$ cat src/hw/sbc_regs.vh
// Command encodings, state codes and timing defaults for the bank tracker
`ifndef SBC_REGS_VH
`define SBC_REGS_VH
// Command code {ras_n, cas_n, we_n} with chip select low
`define SBC_CMD_NOP      3'h7
`define SBC_CMD_BST      3'h6
`define SBC_CMD_READ     3'h5
`define SBC_CMD_WRITE    3'h4
`define SBC_CMD_ACT      3'h3
`define SBC_CMD_PRE      3'h2
`define SBC_CMD_REF      3'h1
`define SBC_CMD_MRS      3'h0
// Bank state one-hot codes
`define SBC_ST_W         6
`define SBC_ST_IDLE      6'h01
`define SBC_ST_ACTV      6'h02
`define SBC_ST_PRE       6'h04
`define SBC_ST_RCD       6'h08
`define SBC_ST_WAP       6'h10
`define SBC_ST_WREC      6'h20
// Timing defaults in clock cycles
`define SBC_TRP_CYC      3
`define SBC_TRCD_CYC     3
`define SBC_TDPL_CYC     2
`define SBC_BURST_CYC    4
`define SBC_CNT_W        8
`define SBC_CNT_ZERO     8'h00
`define SBC_CNT_ONE      8'h01
// Settled pin pattern after reset: chip select high, so nothing is taken
`define SBC_PIN_RST      6'h01
`endif

$ cat src/hw/sbc_bank.v
// One bank's state tracker and illegal-command detector
`default_nettype none
`include "sbc_regs.vh"
module sbc_bank #(
  parameter TRP   = `SBC_TRP_CYC,
  parameter TRCD  = `SBC_TRCD_CYC,
  parameter TDPL  = `SBC_TDPL_CYC,
  parameter BURST = `SBC_BURST_CYC
) (
  input  wire                    ref_clk,
  input  wire                    sys_rst,
  input  wire                    cmd_vld,
  input  wire [2:0]              cmd,
  input  wire                    hit,
  input  wire                    ap,
  output reg  [`SBC_ST_W-1:0]    state_q,
  output reg                     illegal_q
);
  reg [`SBC_ST_W-1:0]   state_d;
  reg [`SBC_CNT_W-1:0]  cnt_q;
  reg [`SBC_CNT_W-1:0]  cnt_d;
  reg                   ill_d;
  reg                   wap_rec_q;
  reg                   wap_rec_d;
  wire                  done;
  wire                  glob;
  wire                  mine;
  assign done = (cnt_q == `SBC_CNT_ONE) || (cnt_q == `SBC_CNT_ZERO);
  // Refresh and mode-set concern both banks regardless of bank select
  assign glob = cmd_vld && (cmd == `SBC_CMD_REF || cmd == `SBC_CMD_MRS);
  assign mine = cmd_vld && hit;
  always @* begin
    state_d   = state_q;
    cnt_d     = done ? cnt_q : cnt_q - `SBC_CNT_ONE;
    ill_d     = 1'b0;
    wap_rec_d = wap_rec_q;
    case (state_q)
      `SBC_ST_IDLE: begin
        if (mine && cmd == `SBC_CMD_ACT) begin
          state_d = `SBC_ST_RCD;
          cnt_d   = TRCD[`SBC_CNT_W-1:0];
        end
      end
      `SBC_ST_ACTV: begin
        if (mine && cmd == `SBC_CMD_PRE) begin
          state_d = `SBC_ST_PRE;
          cnt_d   = TRP[`SBC_CNT_W-1:0];
        end else if (mine && cmd == `SBC_CMD_WRITE && ap) begin
          state_d   = `SBC_ST_WAP;
          wap_rec_d = 1'b0;
          cnt_d     = BURST[`SBC_CNT_W-1:0];
        end else if (mine && cmd == `SBC_CMD_WRITE) begin
          state_d = `SBC_ST_WREC;
          cnt_d   = TDPL[`SBC_CNT_W-1:0];
        end else if (glob || (mine && cmd == `SBC_CMD_ACT)) begin
          ill_d = 1'b1;
        end
      end
      `SBC_ST_PRE: begin
        // Repeated precharge is a no-op and does not restart the wait
        if (glob || (mine && cmd != `SBC_CMD_PRE && cmd != `SBC_CMD_BST &&
            cmd != `SBC_CMD_NOP)) begin
          ill_d = 1'b1;
        end
        if (done) begin
          state_d = `SBC_ST_IDLE;
        end
      end
      `SBC_ST_RCD: begin
        if (glob || (mine && cmd != `SBC_CMD_BST &&
            cmd != `SBC_CMD_NOP)) begin
          ill_d = 1'b1;
        end
        if (done) begin
          state_d = `SBC_ST_ACTV;
        end
      end
      `SBC_ST_WAP: begin
        if (glob || (mine && cmd != `SBC_CMD_NOP)) begin
          ill_d = 1'b1;
        end
        if (done && !wap_rec_q) begin
          wap_rec_d = 1'b1;
          cnt_d     = TDPL[`SBC_CNT_W-1:0];
        end else if (done) begin
          state_d = `SBC_ST_PRE;
          cnt_d   = TRP[`SBC_CNT_W-1:0];
        end
      end
      `SBC_ST_WREC: begin
        if (mine && cmd == `SBC_CMD_READ) begin
          state_d = `SBC_ST_ACTV;
        end else if (mine && cmd == `SBC_CMD_WRITE) begin
          cnt_d = TDPL[`SBC_CNT_W-1:0];
        end else if (glob || (mine && (cmd == `SBC_CMD_ACT ||
                     cmd == `SBC_CMD_PRE))) begin
          ill_d = 1'b1;
        end else if (done) begin
          state_d = `SBC_ST_ACTV;
        end
      end
      default: begin
        state_d = `SBC_ST_IDLE;
      end
    endcase
  end
  always @(posedge ref_clk or posedge sys_rst) begin
    if (sys_rst) begin
      state_q   <= `SBC_ST_IDLE;
      cnt_q     <= `SBC_CNT_ZERO;
      illegal_q <= 1'b0;
      wap_rec_q <= 1'b0;
    end else begin
      state_q   <= state_d;
      cnt_q     <= cnt_d;
      illegal_q <= ill_d;
      wap_rec_q <= wap_rec_d;
    end
  end
endmodule // sbc_bank
`default_nettype wire

$ cat src/hw/sbc_top.v
// Two-bank command decoder and bank state tracker
`default_nettype none
`include "sbc_regs.vh"
module sbc_top #(
  parameter TRP   = `SBC_TRP_CYC,
  parameter TRCD  = `SBC_TRCD_CYC,
  parameter TDPL  = `SBC_TDPL_CYC,
  parameter BURST = `SBC_BURST_CYC
) (
  input  wire                    ref_clk,
  input  wire                    sys_rst,
  input  wire                    cs_n,
  input  wire                    ras_n,
  input  wire                    cas_n,
  input  wire                    we_n,
  input  wire                    bank_select_bit,
  input  wire                    auto_pre,
  output reg  [`SBC_ST_W-1:0]    bank0_state_q,
  output reg  [`SBC_ST_W-1:0]    bank1_state_q,
  output reg                     illegal_cmd_q
);
  // ******************************************************
  // Input capture
  // ******************************************************
  // Pins pass three flops; a change counts when stages two and three agree
  reg  [5:0] s1_q;
  reg  [5:0] s2_q;
  reg  [5:0] s3_q;
  reg  [5:0] held_q;
  wire       cmd_vld;
  wire [2:0] cmd;
  wire [1:0] hit;
  wire [`SBC_ST_W-1:0] st0;
  wire [`SBC_ST_W-1:0] st1;
  wire       ill0;
  wire       ill1;
  reg        new_q;
  always @(posedge ref_clk or posedge sys_rst) begin
    if (sys_rst) begin
      s1_q   <= `SBC_PIN_RST;
      s2_q   <= `SBC_PIN_RST;
      s3_q   <= `SBC_PIN_RST;
      held_q <= `SBC_PIN_RST;
      new_q  <= 1'b0;
    end else begin
      s1_q  <= {auto_pre, bank_select_bit, ras_n, cas_n, we_n, cs_n};
      s2_q  <= s1_q;
      s3_q  <= s2_q;
      new_q <= (s2_q == s3_q) && (s3_q != held_q);
      if (s2_q == s3_q) begin
        held_q <= s3_q;
      end
    end
  end
  // Only a freshly settled command is taken once; repeats need another settled pattern between them
  assign cmd_vld = new_q && !held_q[0];
  assign cmd     = held_q[3:1];
  assign hit     = {held_q[4], !held_q[4]};
  // ******************************************************
  // Bank trackers
  // ******************************************************
  sbc_bank #(.TRP(TRP), .TRCD(TRCD), .TDPL(TDPL), .BURST(BURST)) u_bank0 (
    .ref_clk   (ref_clk),
    .sys_rst   (sys_rst),
    .cmd_vld   (cmd_vld),
    .cmd       (cmd),
    .hit       (hit[0]),
    .ap        (held_q[5]),
    .state_q   (st0),
    .illegal_q (ill0)
  );
  sbc_bank #(.TRP(TRP), .TRCD(TRCD), .TDPL(TDPL), .BURST(BURST)) u_bank1 (
    .ref_clk   (ref_clk),
    .sys_rst   (sys_rst),
    .cmd_vld   (cmd_vld),
    .cmd       (cmd),
    .hit       (hit[1]),
    .ap        (held_q[5]),
    .state_q   (st1),
    .illegal_q (ill1)
  );
  always @(posedge ref_clk or posedge sys_rst) begin
    if (sys_rst) begin
      bank0_state_q <= `SBC_ST_IDLE;
      bank1_state_q <= `SBC_ST_IDLE;
      illegal_cmd_q <= 1'b0;
    end else begin
      bank0_state_q <= st0;
      bank1_state_q <= st1;
      illegal_cmd_q <= ill0 || ill1;
    end
  end
endmodule // sbc_top
`default_nettype wire

$ cat config.mk
export PLATFORM = sky130hd
export DESIGN_NAME = sbc_top
export DESIGN_NICKNAME = d
export VERILOG_FILES = /design/src/hw/sbc_bank.v /design/src/hw/sbc_top.v
export VERILOG_INCLUDE_DIRS = /design/src /design/src/hw
export SDC_FILE = /design/constraint.sdc
export NUM_CORES = 1
export LEC_CHECK = 0
export ABC_AREA = 1
export BUFFER_PORTS_ARGS = -buffer_cell sky130_fd_sc_hd__buf_2
export CAP_MARGIN = 40
export CORE_MARGIN = 8
export CORE_UTILIZATION = 55
export DETAILED_ROUTE_END_ITERATION = 8
export PLACE_DENSITY = 0.76
export SYNTH_ARGS = -nofsm -noshare
export SYNTH_HDL_FRONTEND = slang
export SYNTH_SLANG_ARGS = --single-unit
$ cat constraint.sdc
create_clock -name ref_clk -period 2 [get_ports ref_clk]
set_input_delay 0.2 -clock ref_clk [delete_from_list [all_inputs] [get_ports ref_clk]]
set_output_delay 0.2 -clock ref_clk [all_outputs]
set_load 0.02 [all_outputs]
==> impl_metrics.tcl <==
set metrics [dict create \
    start_util 0.561 \
    area_delta_synth_final_pct 12.8 \
    p_int_mw 2.97 \
    fin_crit_ns 1.77 \
    grt_max_degree 71 \
    die_area_um2 9760 \
    fin_tns_setup_ns 0 \
    track_usage 0.161 \
    synth_area_leaders "dfrtp_1 41%, nand2_1 13%, nor2_1 6.6%" \
    htree_num_levels 3 \
    crit_path_cell_trace "inv_1 -> ha_1 -> nor2_1 -> nor2_1 -> nand2_2 -> nand2_1 -> nand2_1 -> inv_1 -> nand3_1 -> nand2_1" \
    core_area_um2 6720 \
    synth_top_family_by_area "simple AND/OR/NAND/NOR gates" \
    cts_setup_buffers 0 \
    yosysTopAreaCell "dfrtp_1" \
    switching_share 0.395 \
    yosysMostFrequentCell "nand2_1" \
    synth-compound-area-share 0.0577 \
    wl_um 7520 \
    yosys_warnings 0 \
    leakage_nw 2.35 \
    post-place-ws_ns 0.205 \
    cts_tree "yes" \
    arrival_ns 2.05 \
    critPathMostFrequentCell "nand2_1" \
    clock_path_buffers 2 \
    postSynthCellCount 485 \
    clock_power_share 0.238 \
    synthFlopType "dfrtp_1" \
    rsz0062_at_grt "false" \
    synth_seq_area_share 0.467 \
    critPathTopFamily "simple AND/OR/NAND/NOR gates" \
    async_flop_share 1.00 \
    wl_per_cell_um 12.4 \
    finalSetupViolCount 0 \
    grt_pass1_wl_um 13000 \
    grt_overflow 0 \
    synth_area_um2 3770 \
    syn_area_per_cell_um2 7.77 \
    path_buf_inv 2 \
    ant_nets 0 \
    synth_nets 498 \
    viasPerCell 5.20 \
    path_class "reg -> reg" \
    drcViolationCount 0 \
    cts_made_buffers 9 \
    seq_power_share 0.391 \
    setup_ws_ns 0.228 \
    antenna_found_initial 0 \
    io_buffers 20 \
    synth_edf_count 0 \
    status "finished clean" \
    end_kind "register" \
    cp-start-kind "register" \
    cpMaxStageDelayCell "dfrtp_1" \
    relSlewSlack 0.712 \
    synthMuxAreaShare 0 \
    ir_drop_mv 0.678 \
    antenna_cells 0 \
    io_pins 21 \
    cts_root_buf "clkbuf_8" \
    required_ns 2.28 \
    drive_gt1_frac 0.161 \
    firstDrtPassIters 6 \
    fin_util 0.633 \
    synth_cell_types 36 \
    finalCritPeriodShare 0.886 \
    synth_common_cells "131 x nand2_1, 66 x nor2_1, 62 x dfrtp_1, 62 x inv_1, 44 x nand3_1" \
    rows 30 \
    yosys_register_bits 70 \
    synth-simple-area-share 0.342 \
    clock-sinks 70 \
    slowest_delay_ns 0.41 \
    via_count 3159 \
    final_hold_viol_count 0 \
    first_global_vias 3049 \
    max_freq_ghz 0.564 \
    skew_ns 0.0133 \
    synth-xor-area-share 0.0395 \
    p_per_area_nw_per_um2 1150 \
    combPwrFrac 0.370 \
    crit_fanout 12 \
    drt_iter0_drc 231 \
    power_mw 4.91 \
    fin_nets 535 \
    synth_top_area_share 0.412 \
    synthAdderAreaFrac 0.0166 \
    die_w_um 98.8 \
    gp_congestion 0.905 \
    dp_hpwl_um 5530 \
    hold_class "reg -> reg" \
    tightest_slew_ns 0.431 \
    cap_violations 0 \
    power.switching_mw 1.94 \
    clock_latency_ns 0.34 \
    die_height_um 98.8 \
    slew_viol_final 0 \
    path_clk_slew_ns 0.08 \
]
[per-layer routing]
metal | GRT usage | up-vias | share of wire
met1 | 0.200 | 1452 | 0.46
li1 | - | 1600 | -
met2 | 0.266 | 94 | 0.47
met4 | 0.0590 | 0 | 0.012
met3 | 0.0381 | 13 | 0.057
met5 | 0 | - | 0
[cells in the final DEF, fill, tap and decap left out, types with 6 or more instances in the layout]
master	count
a21oi_1	7
buf_2	20
clkbuf_8	10
dfrtp_1	62
dfstp_2	8
dlygate4sd3_1	7
inv_1	61
nand2_1	130
nand2_2	9
nand3_1	44
nand4_1	6
nor2_1	66
nor2_2	7
nor3_1	6
o21ai_0	15
xor2_1	15
[power groups by stage]
stage	Sequential, mW	Clock [mW]	Combinational (mW)
global placement	1.93	0	1.72
finish	1.92	1.17	1.82
detailed placement	1.95	0	1.78
CTS	1.92	1.19	1.80
global route	1.95	1.25	2.08
floorplan	1.90	0	1.47
[area by class of cell]
type	instances	area [um^2]
timing repair buffer	30	205
fill	565	2470
inverter	68	259
sequential	70	1760
clock buffer	10	138
tap	80	100
clock inverter	6	68.8
multi-input combinational	343	1720
[worst reg2reg max path, stage by stage, from the launching register on]
cell	delay, ns
dfrtp_1	0.41
inv_1	0.11
ha_1	0.24
nor2_1	0.06
nor2_1	0.20
nand2_2	0.22
nand2_1	0.13
nand2_1	0.05
inv_1	0.14
nand3_1	0.09
nand2_1	0.06
[final timing paths]
| path | cells past startpoint | start | slack, ns | to |
|---|---|---|---|---|
| max | 10 | u_bank0.cnt_q[0]$_DFF_PP0_ | 0.23 | u_bank0.state_q[1]$_DFFE_PP0P_ |
| min | 0 | s1_q[2]$_DFF_PP0_ | 0.35 | s2_q[2]$_DFF_PP0_ |
| max reg2reg | 10 | u_bank0.cnt_q[0]$_DFF_PP0_ | 0.23 | u_bank0.state_q[1]$_DFFE_PP0P_ |
| min reg2reg | 0 | s1_q[2]$_DFF_PP0_ | 0.35 | s2_q[2]$_DFF_PP0_ |
| max in group asynchronous | 4 | sys_rst | 1.21 | u_bank1.state_q[0]$_DFFE_PP1P_ |
| min in group asynchronous | 4 | sys_rst | 0.47 | s3_q[1]$_DFF_PP0_ |
[state kept, by name (all words and copies together), names as in the netlist]
signal / flops
bank0_state_q: 6
bank1_state_q: 6
held_q: 6
illegal_cmd_q: 1
new_q: 1
s1_q: 6
s2_q: 6
s3_q: 6
u_bank0.cnt_q: 8
u_bank0.illegal_q: 1
u_bank0.state_q: 6
u_bank0.wap_rec_q: 1
u_bank1.cnt_q: 8
u_bank1.illegal_q: 1
u_bank1.state_q: 6
u_bank1.wap_rec_q: 1
[through the flow]
stage / instances / hold WS (ns) / area (um^2)
floorplan: 485 / 0.204 / 3770
global placement: 584 / 0.303 / 3970
detailed placement: 584 / 0.306 / 3970
CTS: 607 / 0.354 / 4250
global route: 607 / 0.357 / 4250
finish: 607 / 0.347 / 4250
[timing repair]
item / in CTS / in global routing
hold buffers: 7 / 0
endpoints found under the setup margin: 0 / 7
hold endpoints to repair: 68 / 0
gates resized for setup: 0 / 1
[logic make-up (layout without fill, tap and decap cells)]
logic type	after synthesis	count (layout)
AND/OR/NAND/NOR	283	283
flip-flops	70	70
buffers and inverters	72	114
adder cells (fa/ha/maj)	5	5
AO/OA/AOI/OAI	38	38
XOR/XNOR	17	17
No activity file was read; power rests on OpenSTA's default activity.
